--- config.mk ---
export PLATFORM = sky130hd
export DESIGN_NAME = plmhs_top
export DESIGN_NICKNAME = d
export VERILOG_FILES = /design/src/hw/plmhs_pkg.sv /design/src/hw/plmhs_top.sv /design/src/hw/plmhs_tx.sv
export SDC_FILE = /design/constraint.sdc
export NUM_CORES = 1
export LEC_CHECK = 0
export BUFFER_PORTS_ARGS = -buffer_cell sky130_fd_sc_hd__buf_2
export CORE_MARGIN = 2
export CORE_UTILIZATION = 50
export CTS_BUF_LIST = sky130_fd_sc_hd__clkbuf_2 sky130_fd_sc_hd__clkbuf_4 sky130_fd_sc_hd__clkbuf_8
export DETAILED_ROUTE_END_ITERATION = 10
export PLACE_DENSITY = 0.77
export SLEW_MARGIN = 0
export SYNTH_ARGS = -nofsm -noshare
export SYNTH_HDL_FRONTEND = slang
export SYNTH_SLANG_ARGS = --single-unit
--- constraint.sdc ---
create_clock -name i_sys_clk -period 4.23 [get_ports i_sys_clk]
set_input_delay 1.0575 -clock i_sys_clk [delete_from_list [all_inputs] [get_ports i_sys_clk]]
set_output_delay 1.0575 -clock i_sys_clk [all_outputs]
set_load 0.005 [all_outputs]
--- src/hw/plmhs_pkg.sv ---
// Shared constants and types for the power line modem host serial block
package plmhs_pkg;
  localparam int unsigned CLK_HZ       = 20_000_000;
  localparam int unsigned CLK_PERIOD_NS = 50;
  localparam int unsigned BAUD_RATE    = 1200;
  localparam int unsigned OVERSAMPLE   = 16;
  localparam int unsigned BAUD_DIV     = CLK_HZ / (BAUD_RATE * OVERSAMPLE);
  localparam int unsigned TICK_NS      = 555_560;
  localparam int unsigned TICK_CYCLES  = TICK_NS / CLK_PERIOD_NS;
  localparam logic [9:0]  TIMER_START  = 10'h2FF;
  localparam logic [3:0]  SAMPLE_LAST  = 4'hF;
  localparam logic [3:0]  SAMPLE_MID   = 4'h7;
  localparam logic [3:0]  RX_BITS      = 4'h9;
  localparam logic [3:0]  TX_BITS      = 4'hB;
  localparam logic [2:0]  LVL_TICK     = 3'h0;
  localparam logic [2:0]  LVL_ONE      = 3'h1;
  localparam logic [2:0]  LVL_IDLE     = 3'h7;
  localparam int unsigned NSRC         = 6;
  localparam logic [2:0]  SRC_NMI      = 3'h0;
  localparam logic [2:0]  SRC_TICK     = 3'h1;
  localparam logic [2:0]  SRC_EXT      = 3'h2;
  localparam logic [2:0]  SRC_HDR      = 3'h3;
  localparam logic [2:0]  SRC_RXD      = 3'h4;
  localparam logic [2:0]  SRC_TXE      = 3'h5;
  typedef enum logic [2:0] {
    INIT_CLOCK, INIT_STACK, INIT_PORT, INIT_REGF, INIT_SERIAL, INIT_TIMER, INIT_RUN
  } plmhs_init_t;
  typedef enum logic [1:0] {RX_IDLE, RX_START, RX_DATA, RX_STOP} plmhs_rx_t;
endpackage

--- src/hw/plmhs_top.sv ---
// Top of the power line modem host serial block: timer, serial port, interrupts
`timescale 1ns/1ns
`default_nettype none
module plmhs_top
  import plmhs_pkg::*;
#(
  parameter int unsigned P_TICK_CYCLES = TICK_CYCLES,
  parameter int unsigned P_BAUD_DIV    = BAUD_DIV
)(
  input  wire logic            i_sys_clk,
  input  wire logic            i_nrst,
  input  wire logic            i_rxd,
  input  wire logic            i_carrier_detect_n,
  input  wire logic            i_modem_reset_out,
  input  wire logic            i_rx_tx_sel,
  input  wire logic [7:0]      i_header_cmp,
  input  wire logic [7:0]      i_tx_data,
  input  wire logic            i_tx_write,
  input  wire logic [NSRC-1:0] i_irq_clr,
  output logic                 o_txd,
  output logic                 o_tx_ready,
  output logic [7:0]           o_rx_data,
  output logic                 o_rx_parity_err,
  output logic                 o_rx_stop_err,
  output logic                 o_rx_valid,
  output logic [1:0]           o_port_out,
  output logic                 o_net_update,
  output logic                 o_init_done,
  output logic [NSRC-1:0]      o_irq_pending,
  output logic                 o_irq_req,
  output logic                 o_nmi_req,
  output logic [2:0]           o_irq_src,
  output logic [2:0]           o_irq_level
);
  localparam int unsigned PRESC_RAW = P_TICK_CYCLES / (int'(TIMER_START) + 1);
  localparam int unsigned PRESC     = (PRESC_RAW < 1) ? 1 : PRESC_RAW;

  function automatic logic [2:0] src_level(input logic [2:0] src);
    if (src == SRC_TICK) begin
      src_level = LVL_TICK;
    end else if (src == SRC_NMI) begin
      src_level = LVL_TICK;
    end else begin
      src_level = LVL_ONE;
    end
  endfunction

  plmhs_init_t init_state;
  logic        run;
  logic [15:0] presc_cnt;
  logic        presc_en;
  logic [9:0]  timer;
  logic        tick;
  logic [15:0] baud_cnt;
  logic        sample_en;
  logic        cd_prev;
  logic        rst_prev;
  logic        cd_fall;
  logic        rst_rise;
  plmhs_rx_t   rx_state;
  logic [3:0]  rx_scnt;
  logic [3:0]  rx_bcnt;
  logic [8:0]  rx_sh;
  logic        rx_done;
  logic        hdr_match;
  logic        tx_busy;
  logic        tx_done;
  logic        wd_kick;
  logic [NSRC-1:0] events;

  ////////////////////////////////////////////////////////////////////////////
  // Start-up sequence, one step per cycle, timer held until the end
  always_ff @(posedge i_sys_clk or negedge i_nrst) begin
    if (!i_nrst) begin
      init_state <= INIT_CLOCK;
    end else begin
      case (init_state)
        INIT_CLOCK:  init_state <= INIT_STACK;
        INIT_STACK:  init_state <= INIT_PORT;
        INIT_PORT:   init_state <= INIT_REGF;
        INIT_REGF:   init_state <= INIT_SERIAL;
        INIT_SERIAL: init_state <= INIT_TIMER;
        INIT_TIMER:  init_state <= INIT_RUN;
        INIT_RUN:    init_state <= INIT_RUN;
        default:     init_state <= INIT_CLOCK;
      endcase
    end
  end

  assign run         = (init_state == INIT_RUN);
  assign o_init_done = run;

  ////////////////////////////////////////////////////////////////////////////
  // Tick timer: prescaler feeding a reloading down-counter
  always_ff @(posedge i_sys_clk or negedge i_nrst) begin
    if (!i_nrst) begin
      presc_cnt <= 16'h0000;
    end else if (!run || presc_cnt == 16'(PRESC - 1)) begin
      presc_cnt <= 16'h0000;
    end else begin
      presc_cnt <= presc_cnt + 16'h0001;
    end
  end

  assign presc_en = run && (presc_cnt == 16'(PRESC - 1));
  assign tick     = presc_en && (timer == 10'h000);

  // Underflow only reloads and ticks; nothing here resets the host
  always_ff @(posedge i_sys_clk or negedge i_nrst) begin
    if (!i_nrst) begin
      timer <= TIMER_START;
    end else if (presc_en) begin
      timer <= (timer == 10'h000) ? TIMER_START : timer - 10'h001;
    end
  end

  always_ff @(posedge i_sys_clk or negedge i_nrst) begin
    if (!i_nrst) begin
      o_net_update <= 1'b0;
    end else begin
      o_net_update <= tick;
    end
  end

  ////////////////////////////////////////////////////////////////////////////
  // Port outputs: bit 0 Rx/Tx select, bit 1 watchdog kick toggled per tick
  always_ff @(posedge i_sys_clk or negedge i_nrst) begin
    if (!i_nrst) begin
      wd_kick <= 1'b0;
    end else if (tick) begin
      wd_kick <= ~wd_kick;
    end
  end

  always_ff @(posedge i_sys_clk or negedge i_nrst) begin
    if (!i_nrst) begin
      o_port_out <= 2'b00;
    end else begin
      o_port_out <= {wd_kick, i_rx_tx_sel};
    end
  end

  ////////////////////////////////////////////////////////////////////////////
  // Baud divider: one sample enable per sixteenth of a bit
  always_ff @(posedge i_sys_clk or negedge i_nrst) begin
    if (!i_nrst) begin
      baud_cnt <= 16'h0000;
    end else if (baud_cnt == 16'(P_BAUD_DIV - 1)) begin
      baud_cnt <= 16'h0000;
    end else begin
      baud_cnt <= baud_cnt + 16'h0001;
    end
  end

  assign sample_en = (baud_cnt == 16'(P_BAUD_DIV - 1));

  ////////////////////////////////////////////////////////////////////////////
  // Receiver: start found low, bits taken mid-cell every sixteen samples
  always_ff @(posedge i_sys_clk or negedge i_nrst) begin
    if (!i_nrst) begin
      rx_state <= RX_IDLE;
      rx_scnt  <= 4'h0;
      rx_bcnt  <= 4'h0;
      rx_sh    <= 9'h000;
    end else if (sample_en && run) begin
      rx_scnt <= rx_scnt + 4'h1;
      case (rx_state)
        RX_IDLE: begin
          rx_scnt <= 4'h0;
          if (!i_rxd) begin
            rx_state <= RX_START;
          end
        end
        RX_START: begin
          if (rx_scnt == SAMPLE_MID) begin
            rx_scnt  <= 4'h0;
            rx_bcnt  <= 4'h0;
            rx_state <= i_rxd ? RX_IDLE : RX_DATA;
          end
        end
        RX_DATA: begin
          if (rx_scnt == SAMPLE_LAST) begin
            rx_sh   <= {i_rxd, rx_sh[8:1]};
            rx_bcnt <= rx_bcnt + 4'h1;
            if (rx_bcnt == RX_BITS - 4'h1) begin
              rx_state <= RX_STOP;
            end
          end
        end
        RX_STOP: begin
          if (rx_scnt == SAMPLE_LAST) begin
            rx_state <= RX_IDLE;
          end
        end
        default: rx_state <= RX_IDLE;
      endcase
    end
  end

  assign rx_done   = sample_en && run && rx_state == RX_STOP && rx_scnt == SAMPLE_LAST;
  assign hdr_match = rx_done && (rx_sh[7:0] == i_header_cmp);

  // Data and error flags stand until the next character
  always_ff @(posedge i_sys_clk or negedge i_nrst) begin
    if (!i_nrst) begin
      o_rx_data       <= 8'h00;
      o_rx_parity_err <= 1'b0;
      o_rx_stop_err   <= 1'b0;
      o_rx_valid      <= 1'b0;
    end else begin
      o_rx_valid <= rx_done;
      if (rx_done) begin
        o_rx_data       <= rx_sh[7:0];
        o_rx_parity_err <= ~^rx_sh;
        o_rx_stop_err   <= ~i_rxd;
      end
    end
  end

  ////////////////////////////////////////////////////////////////////////////
  // Transmitter
  plmhs_tx u_tx (
    .i_sys_clk   (i_sys_clk),
    .i_nrst      (i_nrst),
    .i_sample_en (sample_en),
    .i_load      (i_tx_write && run),
    .i_data      (i_tx_data),
    .o_txd       (o_txd),
    .o_busy      (tx_busy),
    .o_done      (tx_done)
  );

  assign o_tx_ready = run && !tx_busy;

  ////////////////////////////////////////////////////////////////////////////
  // Edge detection on carrier detect and modem reset
  always_ff @(posedge i_sys_clk or negedge i_nrst) begin
    if (!i_nrst) begin
      cd_prev  <= 1'b1;
      rst_prev <= 1'b0;
    end else begin
      cd_prev  <= i_carrier_detect_n;
      rst_prev <= i_modem_reset_out;
    end
  end

  assign cd_fall  = run && cd_prev && !i_carrier_detect_n;
  assign rst_rise = run && !rst_prev && i_modem_reset_out;

  ////////////////////////////////////////////////////////////////////////////
  // Pending flags; a new event wins over a clear in the same cycle
  always_comb begin
    events           = '0;
    events[SRC_NMI]  = rst_rise;
    events[SRC_TICK] = tick;
    events[SRC_EXT]  = cd_fall;
    events[SRC_HDR]  = hdr_match;
    events[SRC_RXD]  = rx_done;
    events[SRC_TXE]  = tx_done;
  end

  genvar gi;
  generate
    for (gi = 0; gi < NSRC; gi++) begin : g_pend
      always_ff @(posedge i_sys_clk or negedge i_nrst) begin
        if (!i_nrst) begin
          o_irq_pending[gi] <= 1'b0;
        end else if (events[gi]) begin
          o_irq_pending[gi] <= 1'b1;
        end else if (i_irq_clr[gi]) begin
          o_irq_pending[gi] <= 1'b0;
        end
      end
    end
  endgenerate

  // Lowest index wins: reset, tick, then the level-one sources
  always_comb begin
    o_irq_src = SRC_NMI;
    for (int i = NSRC - 1; i >= 0; i--) begin
      if (o_irq_pending[i]) begin
        o_irq_src = 3'(i);
      end
    end
  end

  assign o_irq_req   = |o_irq_pending;
  assign o_nmi_req   = o_irq_pending[SRC_NMI];
  assign o_irq_level = o_irq_req ? src_level(o_irq_src) : LVL_IDLE;

  ////////////////////////////////////////////////////////////////////////////
  // Checks
  property p_reload;
    @(posedge i_sys_clk) disable iff (!i_nrst)
    tick |=> timer == TIMER_START;
  endproperty
  a_reload: assert property (p_reload)
    else $error("timer not reloaded");

  property p_hold_till_run;
    @(posedge i_sys_clk) disable iff (!i_nrst)
    !run |-> timer == TIMER_START && !tick;
  endproperty
  a_hold_till_run: assert property (p_hold_till_run)
    else $error("timer moved before start-up");

  property p_kick;
    @(posedge i_sys_clk) disable iff (!i_nrst)
    tick |=> ##1 o_port_out[1] != $past(o_port_out[1], 2);
  endproperty
  a_kick: assert property (p_kick)
    else $error("watchdog not kicked");

  property p_nmi_top;
    @(posedge i_sys_clk) disable iff (!i_nrst)
    o_irq_pending[SRC_NMI] |-> o_irq_src == SRC_NMI;
  endproperty
  a_nmi_top: assert property (p_nmi_top)
    else $error("reset interrupt outranked");

  property p_tick_lvl;
    @(posedge i_sys_clk) disable iff (!i_nrst)
    o_irq_pending[SRC_TICK] && !o_irq_pending[SRC_NMI] |-> o_irq_level == LVL_TICK;
  endproperty
  a_tick_lvl: assert property (p_tick_lvl)
    else $error("tick not level 0");

  property p_idle_lvl;
    @(posedge i_sys_clk) disable iff (!i_nrst)
    o_irq_pending == '0 |-> o_irq_level == LVL_IDLE && !o_irq_req;
  endproperty
  a_idle_lvl: assert property (p_idle_lvl)
    else $error("idle level not 7");

  property p_cd_fall;
    @(posedge i_sys_clk) disable iff (!i_nrst)
    run && $fell(i_carrier_detect_n) |=> o_irq_pending[SRC_EXT];
  endproperty
  a_cd_fall: assert property (p_cd_fall)
    else $error("carrier edge lost");

  property p_hdr;
    @(posedge i_sys_clk) disable iff (!i_nrst)
    hdr_match |=> o_irq_pending[SRC_HDR] && o_irq_pending[SRC_RXD] && o_rx_valid;
  endproperty
  a_hdr: assert property (p_hdr)
    else $error("header match lost");

  property p_ser_lvl;
    @(posedge i_sys_clk) disable iff (!i_nrst)
    o_irq_req && o_irq_src >= SRC_EXT |-> o_irq_level == LVL_ONE;
  endproperty
  a_ser_lvl: assert property (p_ser_lvl)
    else $error("serial level not 1");
endmodule
`default_nettype wire

--- src/hw/plmhs_tx.sv ---
// Serial character transmitter of the power line modem host serial block
`timescale 1ns/1ns
`default_nettype none
module plmhs_tx
  import plmhs_pkg::*;
(
  input  wire logic       i_sys_clk,
  input  wire logic       i_nrst,
  input  wire logic       i_sample_en,
  input  wire logic       i_load,
  input  wire logic [7:0] i_data,
  output logic            o_txd,
  output logic            o_busy,
  output logic            o_done
);
  logic [10:0] shreg;
  logic [3:0]  scnt;
  logic [3:0]  bcnt;

  // Frame is stop, odd parity, data, start; shifted out LSB first
  always_ff @(posedge i_sys_clk or negedge i_nrst) begin
    if (!i_nrst) begin
      shreg  <= 11'h7FF;
      scnt   <= 4'h0;
      bcnt   <= 4'h0;
      o_busy <= 1'b0;
      o_done <= 1'b0;
    end else begin
      o_done <= 1'b0;
      if (!o_busy && i_load) begin
        shreg  <= {1'b1, ~^i_data, i_data, 1'b0};
        scnt   <= 4'h0;
        bcnt   <= 4'h0;
        o_busy <= 1'b1;
      end else if (o_busy && i_sample_en) begin
        scnt <= scnt + 4'h1;
        if (scnt == SAMPLE_LAST) begin
          shreg <= {1'b1, shreg[10:1]};
          bcnt  <= bcnt + 4'h1;
          if (bcnt == TX_BITS - 4'h1) begin
            o_busy <= 1'b0;
            o_done <= 1'b1;
          end
        end
      end
    end
  end

  // Push-pull line, idles high
  always_ff @(posedge i_sys_clk or negedge i_nrst) begin
    if (!i_nrst) begin
      o_txd <= 1'b1;
    end else begin
      o_txd <= o_busy ? shreg[0] : 1'b1;
    end
  end

  property p_tx_start_low;
    @(posedge i_sys_clk) disable iff (!i_nrst)
    (!o_busy && i_load) |=> ##1 !o_txd;
  endproperty
  a_tx_start_low: assert property (p_tx_start_low)
    else $error("start bit not low");

  property p_tx_done_frees;
    @(posedge i_sys_clk) disable iff (!i_nrst)
    o_done |-> !o_busy && $past(o_busy);
  endproperty
  a_tx_done_frees: assert property (p_tx_done_frees)
    else $error("done without end of frame");
endmodule
`default_nettype wire

Word-level counts from Yosys, hierarchy flattened
Index checks and enable logic that the tools add are counted.
- bits in registers: 109
- input port bits: 29
- output and inout bits: 31
- logic and storage cells: 157
- add/sub/neg operators: 7
- eq/ne operators: 23
- mux-type cells: 54
- bitwise gates (word level): 2
- reduce and logical (&&, ||, !) cells: 42
- operators with widths (operator ; number):
    11-bit two-way mux ; 3
    16-bit by 1-bit adder with 16-bit output (second input constant) ; 2
    16-bit two-way mux ; 2
    4-bit two-way mux ; 8
    1-bit two-way mux ; 23
    3-bit two-way mux ; 7
    2-bit nonzero test ; 10
    3-bit case mux with 6 select lines ; 1
    4-bit by 1-bit adder with 4-bit output (second input constant) ; 4
    16-bit by 11-bit == test with 1-bit output (second input constant) ; 1
    16-bit by 4-bit == test with 1-bit output (second input constant) ; 1
    4-bit == test (second input constant) ; 4
    4-bit case mux with 2 select lines ; 2
    1-bit logical AND ; 14
    2-bit two-way mux ; 6
    10-bit logical NOT ; 1
    10-bit two-way mux ; 1
    2-bit inequality test (second input constant) ; 5
    10-bit by 1-bit subtractor with 10-bit output (second input constant) ; 1
    3-bit == test (second input constant) ; 3
    9-bit XNOR reduction ; 1
    8-bit == test ; 1
    2-bit case mux with 4 select lines ; 1
    8-bit XNOR reduction ; 1
    16 further kinds ; 25

Logic depth before layout (Yosys ltp)
Gate-level depths: netlist (run 1).
- depth in word-level cells: 10
- depth in mapped cells: 9
- depth with buffers taken out: 8

Cells and area by module
From an unflattened synthesis (run 1), not the netlist that was laid out.
- cells, all modules: 507
- area, all modules: 5436.5 µm²
- modules (own cells, without submodules) (module ; times used ; cells an instance ; area an instance (µm²) ; sequential area each (µm²)):
    plmhs_top ; 1 ; 406 ; 4355.4 ; 2189.6
    plmhs_tx ; 1 ; 101 ; 1081.0 ; 539.3

Least setup slack after synthesis (run 1)
Ideal clock, no wire load.
- path type: flip-flop to flip-flop
- from: register init_state[0]
- to: register rx_sh[0]
- library setup time: 0.128 ns
- arrival time: 2.076 ns
- slack: 2.027 ns
- cell stages (with the launch flop): 8
- period minus slack after synthesis: 2.203 ns
- cells stage by stage: dfrtp_1 -> inv_1 -> ha_1 -> nand2_2 -> or4_1 -> nor2_1 -> buf_4 -> mux2_1
- word-level cells in the longest chain between the ends: 3
- RTL lines (element ; RTL line ; source):
    from (decl) ; plmhs_top.sv:48 ; plmhs_init_t init_state;
    from (signal assigned) ; plmhs_top.sv:75 ; init_state <= INIT_CLOCK;
    from (signal assigned) ; plmhs_top.sv:78 ; INIT_CLOCK: init_state <= INIT_STACK;
    from (signal assigned) ; plmhs_top.sv:79 ; INIT_STACK: init_state <= INIT_PORT;
    3-bit == test ; plmhs_top.sv:90 ; assign run = (init_state == INIT_RUN);
    1-bit logical AND ; plmhs_top.sv:165 ; end else if (sample_en && run) begin
    3-bit AND reduction (no line) ; -- ;
    to (signal assigned) ; plmhs_top.sv:183 ; rx_sh <= {i_rxd, rx_sh[8:1]};
    to (decl) ; plmhs_top.sv:63 ; logic [8:0] rx_sh;
No other way between the ends.
A chain may end at the register's enable or synchronous reset.

Worst setup path after layout (run 1)
- from: register init_state[0]
- to: register rx_sh[5]
The elaborated chain is that of the path after synthesis.

==> results of run 1 <==
==> synthesized netlist by cell type, types with 2 or more instances <==
master / count / area [um^2]
nand2_1: 41 / 154
ha_1: 15 / 188
nand2b_1: 5 / 31.3
buf_2: 3 / 15.0
a221oi_1: 2 / 17.5
dfstp_2: 21 / 552
or4_1: 2 / 15.0
nor2_1: 59 / 221
o21ai_0: 5 / 25.0
nor4b_1: 7 / 61.3
nand4_1: 13 / 81.3
mux2_1: 19 / 214
or4_4: 2 / 22.5
or3_1: 4 / 25.0
and3_1: 8 / 50.1
o21ai_1: 10 / 50.1
clkbuf_1: 11 / 41.3
a21o_1: 5 / 37.5
a31oi_1: 9 / 56.3
o22ai_1: 2 / 12.5
o32ai_1: 2 / 17.5
dfrtp_1: 87 / 2180
nor3_1: 14 / 70.1
and2_1: 3 / 18.8
xnor2_1: 31 / 272
nor4_1: 5 / 31.3
o41ai_1: 2 / 17.5
a21oi_1: 14 / 70.1
buf_4: 3 / 22.5
nand3_1: 18 / 90.1
nor2b_1: 2 / 12.5
nand3b_1: 3 / 22.5
inv_1: 25 / 93.8
and4_1: 6 / 52.6
xor2_1: 29 / 254
o31ai_1: 2 / 15.0
==> cells by family after synthesis <==
| logic type | Yosys count | synth area share [%] |
|---|---|---|
| AO/OA/AOI/OAI | 57 | 6.71 |
| adder cells (fa/ha/maj) | 15 | 3.60 |
| flip-flops | 108 | 52.3 |
| buffers and inverters | 44 | 3.60 |
| XOR/XNOR | 60 | 10.1 |
| multiplexers | 20 | 4.29 |
| AND/OR/NAND/NOR | 197 | 19.4 |
==> sequential cells by signal, indices dropped and copies added (netlist names), 2 cells and up, named ones only <==
| signal | flops |
|---|---|
| baud_cnt | 16 |
| o_rx_data | 8 |
| rx_bcnt | 4 |
| u_tx.scnt | 4 |
| u_tx.bcnt | 4 |
| init_state | 3 |
| timer | 10 |
| presc_cnt | 16 |
| rx_scnt | 4 |
| rx_sh | 9 |
| u_tx.shreg | 10 |
| o_port_out | 2 |
| o_irq_pending | 5 |
==> power by group <==
part / switching [mW] / internal, mW
Sequential: 0.00331 / 1.04
Combinational: 0.0395 / 0.0280
Clock: 0.343 / 0.293
Total: 0.386 / 1.36
==> worst register-to-register path, delay by kind of cell, from the launching register on <==
| family | cells | cell delay [ns] |
|---|---|---|
| muxes | 1 | 0.40 |
| adders and majority gates | 1 | 0.21 |
| DFF | 1 | 0.41 |
| buffers and inverters | 1 | 0.09 |
| and+or+nand+nor | 3 | 1.57 |
==> final timing paths <==
check                                        start                      end  slack (ns)  cells after the start
setup / recovery           init_state[0]$_DFF_PN0_     rx_sh[5]$_DFFE_PN0P_        1.46                      6
hold / removal                 wd_kick$_DFFE_PN0P_  o_port_out[1]$_DFF_PN0_        0.41                      0
setup reg to reg           init_state[0]$_DFF_PN0_     rx_sh[5]$_DFFE_PN0P_        1.46                      6
hold reg to reg                wd_kick$_DFFE_PN0P_  o_port_out[1]$_DFF_PN0_        0.41                      0
max in group asynchronous                   i_nrst     timer[2]$_DFFE_PN1P_        2.63                      2
min in group asynchronous                   i_nrst   presc_cnt[9]$_DFF_PN0_        0.71                      1
==> cell type report <==
class,count,area [um^2]
clock buffer,11,145
tap,136,170
clock inverter,5,51.3
timing repair buffer,61,313
fill,875,4420
inverter,26,97.6
multi-input combinational,349,2300
sequential,108,2730
==> metal layers <==
layer  wire [um]  part of all wire [%]
met5           0                     0
met4         223                   2.3
met3         452                   4.7
met2        4480                    46
met1        4520                    47
==> stage by stage <==
step	instance area [um^2]	hold slack [ns]
detailed placement	5610	0.387
global placement	5610	0.379
finish	5810	0.411
CTS	5810	0.411
global route	5810	0.425
floorplan	5220	0.372
==> impl_metrics.tcl, run 1 <==
set metrics [dict create \
    status "finished clean" \
    dp_slack_ns 1.46 \
    totalWireLength_um 9670 \
    yosysSeqAreaShare_pct 52.3 \
    power.density_nw_per_um2 300 \
    place_inst 680 \
    clkSlewWorstSetupHoldPaths_ns 0.10 \
    ctsResizeCount 0 \
    cp_num_buf_inv 1 \
    grt_pass1_wl_um 16400 \
    worst_pin_slew_ns 1.01 \
    final-max-slew-violation-count 0 \
    grt_overflow_total 0 \
    hold_buffers 0 \
    peakVddDrop_uv 187 \
    cp.arrival_ns 3.03 \
    root_buffer "clkbuf_8" \
    fin_worst_skew_ns 0.0117 \
    netlist_instances 501 \
    wl_per_cell_um 13.9 \
    dieHeight_um 106 \
    grtUsageMet3_pct 3.92 \
    final-setup-viol-count 0 \
    drcViolationCount 0 \
    timing.final.ws_setup_ns 1.46 \
    htree_levels 3 \
    power_mw 1.74 \
    final_nets 599 \
    start_kind "register" \
    syn_to_final_growth_pct 11.3 \
    layout-drive-gt1-share_pct 18.4 \
    synth-seq-cells 108 \
    antenna_found_initial 0 \
    tns_ns 0 \
    grtUsageMet2_pct 28.5 \
    placementRows 37 \
    cts_setup_buffers 0 \
    top_usage_layer "met2" \
    power.leakage_nw 2.76 \
    port_buffers 59 \
    diodes 0 \
    drtAntennaViolNets 0 \
    slowest_stage "nor2_1" \
    mostFrequentLayoutCells "dfrtp_1 (87), nor2_1 (59), buf_2 (58)" \
    min_path_type "reg -> reg" \
    final_common_cell "dfrtp_1" \
    slowest_delay_ns 0.79 \
    rsz0062_at_grt "false" \
    period_needed_ns 2.77 \
    clk_path_buf_depth 2 \
    layoutNonFillerInstCount 696 \
    critPathRequiredTime_ns 4.49 \
    cts_sinks 108 \
    grt_pass1_vias 3553 \
    ys.flop_type "dfrtp_1" \
    synth_nets 545 \
    cp_max_fo 13 \
    met1_usage_pct 24.4 \
    grt.total_usage_pct 18.2 \
    dpl.hpwl_um 6750 \
    critical-path-top-delay-family "simple AND/OR/NAND/NOR gates" \
    critPathKind "reg -> reg" \
    place_congestion 0.829 \
    first_iter_violations 268 \
    yosysWarnings 0 \
    cts_tree "done" \
    grt_max_degree 56 \
    syn_area_um2 5220 \
    core_um2 10200 \
    async_reset_ff_share_pct 100 \
    final_util_pct 56.8 \
    synth_edf_count 0 \
    max_clock_freq_ghz 0.361 \
    synth_cell_types 48 \
    avgSynthCellArea_um2 10.4 \
    hold_violations 0 \
    viasPerCell 5.43 \
    max-slew-margin-rel_pct 32.4 \
    die_w_um 106 \
    cap_violations 0 \
    dr.pass1.iters 5 \
    vias 3782 \
    cts_buffers 9 \
    num_io_pins 60 \
    dieArea_um2 11300 \
    start_util_pct 51.0 \
    path_cells "inv_1, ha_1, nand2_2, or4_1, nor2_1, mux2_1" \
    post-route-period-util_pct 65.5 \
    worstSkewPairLatency_ns 0.38 \
    end_kind "register" \
]
Power figures use the tool's default switching activity.
==> run 2: changes to the inputs <==
Clock period 4.23 ns to 2.85 ns, I/O delays scaled along.
==> impl_metrics.tcl, run 2 (synthesized netlist as in run 1, its figures left out) <==
set metrics [dict create \
    slowest_stage "dfrtp_1" \
    cp.arrival_ns 1.68 \
    wl_met3_um 345 \
    hold_violations 0 \
    critPathKind "reg -> out" \
    reg2reg_depth 7 \
    ctsResizeCount 0 \
    tns_ns 0 \
    placementRows 37 \
    switchingPower_uw 548 \
    pwr-share-comb_pct 4.2 \
    final_nets 603 \
    seq_power_share_pct 61.8 \
    min_path_type "in -> async" \
    final_common_cell "dfrtp_1" \
    num_io_pins 60 \
    hold_buffers 0 \
    totalWireLength_um 9730 \
    fin_worst_skew_ns 0.00632 \
    cts_setup_buffers 0 \
    r2r_start "baud_cnt[0]$_DFF_PN0_" \
    syn_to_final_growth_pct 11.7 \
    drcViolationCount 0 \
    grt_overflow_total 0 \
    final_util_pct 57.0 \
    path_cells "inv_1, ha_1, nand2_2, nor2_1, buf_2" \
    vias 3734 \
    max_clock_freq_ghz 0.417 \
    grt.total_usage_pct 18.6 \
    final-max-slew-violation-count 0 \
    cts_tree "done" \
    cp_max_fo 9 \
    grt_max_degree 52 \
    p_int_mw 1.95 \
    cts_buffers 9 \
    worst_pin_slew_ns 0.640 \
    m1WireLength_um 4580 \
    drtAntennaViolNets 0 \
    crit_cells 5 \
    end_kind "primary output" \
    diodes 0 \
    crit_start "init_state[0]$_DFF_PN0_" \
    slowest_delay_ns 0.41 \
    dp_slack_ns 0.532 \
    period_needed_ns 2.40 \
    start_util_pct 51.0 \
    worstSkewPairLatency_ns 0.37 \
    antenna_found_initial 0 \
    dpl.hpwl_um 7010 \
    viasPerCell 5.33 \
    r2r_slack_ns 0.55 \
    place_inst 684 \
    cp_num_buf_inv 2 \
    timing.final.ws_setup_ns 0.455 \
    critPathRequiredTime_ns 2.14 \
    port_buffers 59 \
    rsz0062_at_grt "false" \
    max-slew-margin-rel_pct 57.4 \
    layoutNonFillerInstCount 700 \
    root_buffer "clkbuf_8" \
    dieArea_um2 11300 \
    hold_slack_ns 0.366 \
    layout-drive-gt1-share_pct 19.1 \
    dr.pass1.iters 4 \
    final-setup-viol-count 0 \
    reg_top3 "baud_cnt x16, presc_cnt x16" \
    power.density_nw_per_um2 429 \
    routed.top_layer "met4" \
    clk_path_buf_depth 2 \
    power.leakage_nw 2.77 \
    clkSlewWorstSetupHoldPaths_ns 0.09 \
    dieHeight_um 106 \
    crit_end "o_tx_ready" \
    critical-path-top-delay-family "simple AND/OR/NAND/NOR gates" \
    cts_sinks 108 \
    die_w_um 106 \
    grt_pass1_vias 3671 \
    htree_levels 3 \
    first_iter_violations 271 \
    timing.rr.end "rx_bcnt[0]$_DFFE_PN0P_" \
    mostFrequentLayoutCells "dfrtp_1 (87), nor2_1 (59), buf_2 (58)" \
    wl_per_cell_um 13.9 \
    p_sw_share_pct 21.9 \
    post-route-period-util_pct 84.0 \
    cap_violations 0 \
    start_kind "register" \
    wl_met2_um 4640 \
    peakVddDrop_uv 181 \
    grt_pass1_wl_um 16800 \
    clock_power_share_pct 34.0 \
    place_congestion 0.807 \
    core_um2 10200 \
    status "finished clean" \
]
==> run 2: changes by cell type in the layout (fill, tap and decap cells not counted), sizes merged <==
| cell | previous run | this run |
|---|---|---|
| buf | 61 | 65 |
| clkinv | 3 | 1 |
| clkbuf | 11 | 14 |
| bufinv | 1 | 0 |
==> run 2: power groups by stage <==
stage                     clock, mW  sequential (mW)  combinational [mW]
after floorplan                   0             1.57              0.0374
after global placement            0             1.57               0.105
after detailed placement          0             1.57               0.107
after CTS                     0.877             1.54               0.108
after global routing          0.940             1.54               0.120
final                         0.849             1.54               0.105
==> run 2: per-stage QoR <==
stage | instance area (um^2) | power [mW]
5_1_grt | 5830 | 2.61
3_5_place_dp | 5650 | 1.68
6_report | 5830 | 2.50
2_1_floorplan | 5220 | 1.61
4_1_cts | 5830 | 2.53
3_3_place_gp | 5650 | 1.68
==> run 2: layout make-up <==
class                      count  area (um^2)
inverter                      26         97.6
clock buffer                  14          161
fill                         857         4400
sequential                   108         2730
timing repair buffer          65          355
multi-input combinational    349         2300
tap                          136          170
clock inverter                 2         12.5
==> run 2: metal layers <==
layer | vias to the layer above | global-route usage, %
met5 | - | 0
met4 | 0 | 8.27
met3 | 10 | 3.00
met2 | 79 | 30.1
met1 | 1813 | 24.8
li1 | 1832 | -
==> run 2: worst reg2reg max path: stages (launching register included) <==
cell and delay [ns]:
dfrtp_1 0.45, inv_1 0.09, ha_1 0.16, nor4b_1 0.31, nand4_1 0.27, nor4_1 0.63
nor3_1 0.11, a21o_1 0.18
==> run 2: how the worst min path moves through the flow <==
stage,to,start,cells after the start,slack (ns)
after global placement,o_port_out[1]$_DFF_PN0_,wd_kick$_DFFE_PN0P_,0,0.38
after CTS,o_port_out[0]$_DFF_PN0_,i_nrst,1,0.39
after global routing,o_port_out[0]$_DFF_PN0_,i_nrst,1,0.41
after detailed placement,o_port_out[1]$_DFF_PN0_,wd_kick$_DFFE_PN0P_,0,0.40
final,o_port_out[0]$_DFF_PN0_,i_nrst,1,0.37
after floorplan,o_port_out[1]$_DFF_PN0_,wd_kick$_DFFE_PN0P_,0,0.37
==> run 3: changes to the inputs <==
Clock period 2.85 ns to 2.3 ns, I/O delays scaled along.
==> impl_metrics.tcl, run 3 (synthesized netlist as in run 1, its figures left out) <==
set metrics [dict create \
    status "finished clean" \
    power.density_nw_per_um2 552 \
    critPathRequiredTime_ns 1.73 \
    worstSkewPairLatency_ns 0.37 \
    htree_levels 3 \
    antenna_found_initial 0 \
    dieArea_um2 11300 \
    final_common_cell "dfrtp_1" \
    max_clock_freq_ghz 0.463 \
    hold_violations 0 \
    grt_pass1_wl_um 16800 \
    r2r_slack_ns 0.15 \
    final_util_pct 58.2 \
    power.leakage_nw 2.83 \
    final-setup-viol-count 0 \
    multi_input_area_um2 2320 \
    grt_pass1_vias 3619 \
    final-max-slew-violation-count 0 \
    min_path_type "in -> async" \
    grt.total_usage_pct 18.6 \
    drcViolationCount 0 \
    nFillCells 873 \
    dpl.hpwl_um 6990 \
    dieHeight_um 106 \
    critPathKind "reg -> out" \
    period_needed_ns 2.16 \
    end_kind "primary output" \
    viasPerCell 5.33 \
    root_buffer "clkbuf_8" \
    grt_overflow_total 0 \
    port_buffers 59 \
    m1WireLength_um 4470 \
    start_kind "register" \
    clkSlewWorstSetupHoldPaths_ns 0.10 \
    drtAntennaViolNets 0 \
    max-slew-margin-rel_pct 65.9 \
    diodes 0 \
    cp.arrival_ns 1.58 \
    final_nets 611 \
    wl_met3_um 342 \
    syn_to_final_growth_pct 14.0 \
    placementRows 37 \
    num_io_pins 60 \
    totalWireLength_um 9680 \
    place_congestion 0.799 \
    cp_max_fo 8 \
    grt_max_degree 37 \
    vias 3772 \
    mostFrequentLayoutCells "dfrtp_1 (87), nor2_1 (58), buf_2 (58)" \
    layout-drive-gt1-share_pct 20.8 \
    core_um2 10200 \
    rsz0062_at_grt "false" \
    routed.top_layer "met4" \
    cap_violations 0 \
    clk_path_buf_depth 2 \
    post-route-period-util_pct 93.9 \
    regArea_um2 2730 \
    start_util_pct 51.0 \
    cts_tree "done" \
    fin_worst_skew_ns 0.0171 \
    reg_top3 "baud_cnt x16, presc_cnt x16" \
    tns_ns 0 \
    cts_buffers 9 \
    first_iter_violations 208 \
    peakVddDrop_uv 312 \
    die_w_um 106 \
    wl_met2_um 4690 \
    placed_area_um2 5700 \
    worst_pin_slew_ns 0.511 \
    final_area_um2 5950 \
    cts_sinks 108 \
    wl_per_cell_um 13.7 \
    dr.pass1.iters 4 \
]
run 3: cell types whose count changed in the layout (fill, tap and decap cells not counted):
cell / change
buf_4: +8
clkbuf_4: -4
bufinv_16: +2
clkinv_2: +1
inv_6: +1
nor2_1: -1
nor2_4: +1
nor3_1: -1
nor3_2: +1
nor4b_1: -1
nor4b_2: +1
run 3: power breakdown:
part           switching [mW]  leakage (nW)  internal, mW
Combinational          0.0733          1.39        0.0551
Sequential            0.00641          1.33          1.91
Clock                   0.619         0.110         0.625
Total                   0.699          2.83          2.59
run 3: layer usage:
| layer | vias to the layer above | GRT usage (%) |
|---|---|---|
| li1 | 1855 | - |
| met1 | 1828 | 24.1 |
| met2 | 76 | 31.3 |
| met3 | 13 | 2.70 |
| met4 | 0 | 8.08 |
| met5 | - | 0 |
run 3: worst paths after layout:
check	endpoint	startpoint	cells past startpoint
max	o_tx_ready	init_state[0]$_DFF_PN0_	6
min	presc_cnt[4]$_DFF_PN0_	i_nrst	1
max reg2reg	timer[8]$_DFFE_PN0P_	presc_cnt[1]$_DFF_PN0_	8
min reg2reg	o_port_out[1]$_DFF_PN0_	wd_kick$_DFFE_PN0P_	0
max in group asynchronous	cd_prev$_DFF_PN1_	i_nrst	2
min in group i_sys_clk	o_port_out[0]$_DFF_PN0_	i_rx_tx_sel	1
run 3: final cells by class:
cell class,count,share of cell area (%)
multi-input cells,349,39.0
flip-flops and latches,108,45.9
well taps,136,2.86
repair buffers,73,6.98
clock buffers,10,2.21
clock inverters,6,1.45
inverters,26,1.64
run 3: worst max-delay path: stages, from the launching register on:
cell,delay [ns]
dfrtp_1,0.41
inv_1,0.09
ha_1,0.21
nand2_2,0.07
buf_4,0.19
nor2_4,0.11
buf_2,0.12
run 3: repair_timing:
item	4_1_cts	5_1_grt
endpoints found under the setup margin	3	13
gates resized for setup	0	4
pin swaps	1	0
buffers inserted	1	1
hold buffers	0	0
run 3: through the flow:
stage | setup slack [ns] | std cells | hold slack (ns) | power (mW)
after floorplan | 0.0969 | 501 | 0.279 | 1.99
after global placement | 0.249 | 690 | 0.383 | 2.08
after detailed placement | 0.0513 | 690 | 0.392 | 2.08
after CTS | 0.0328 | 707 | 0.130 | 3.32
after global routing | 0.0270 | 708 | 0.147 | 3.42
final | 0.140 | 708 | 0.129 | 3.29
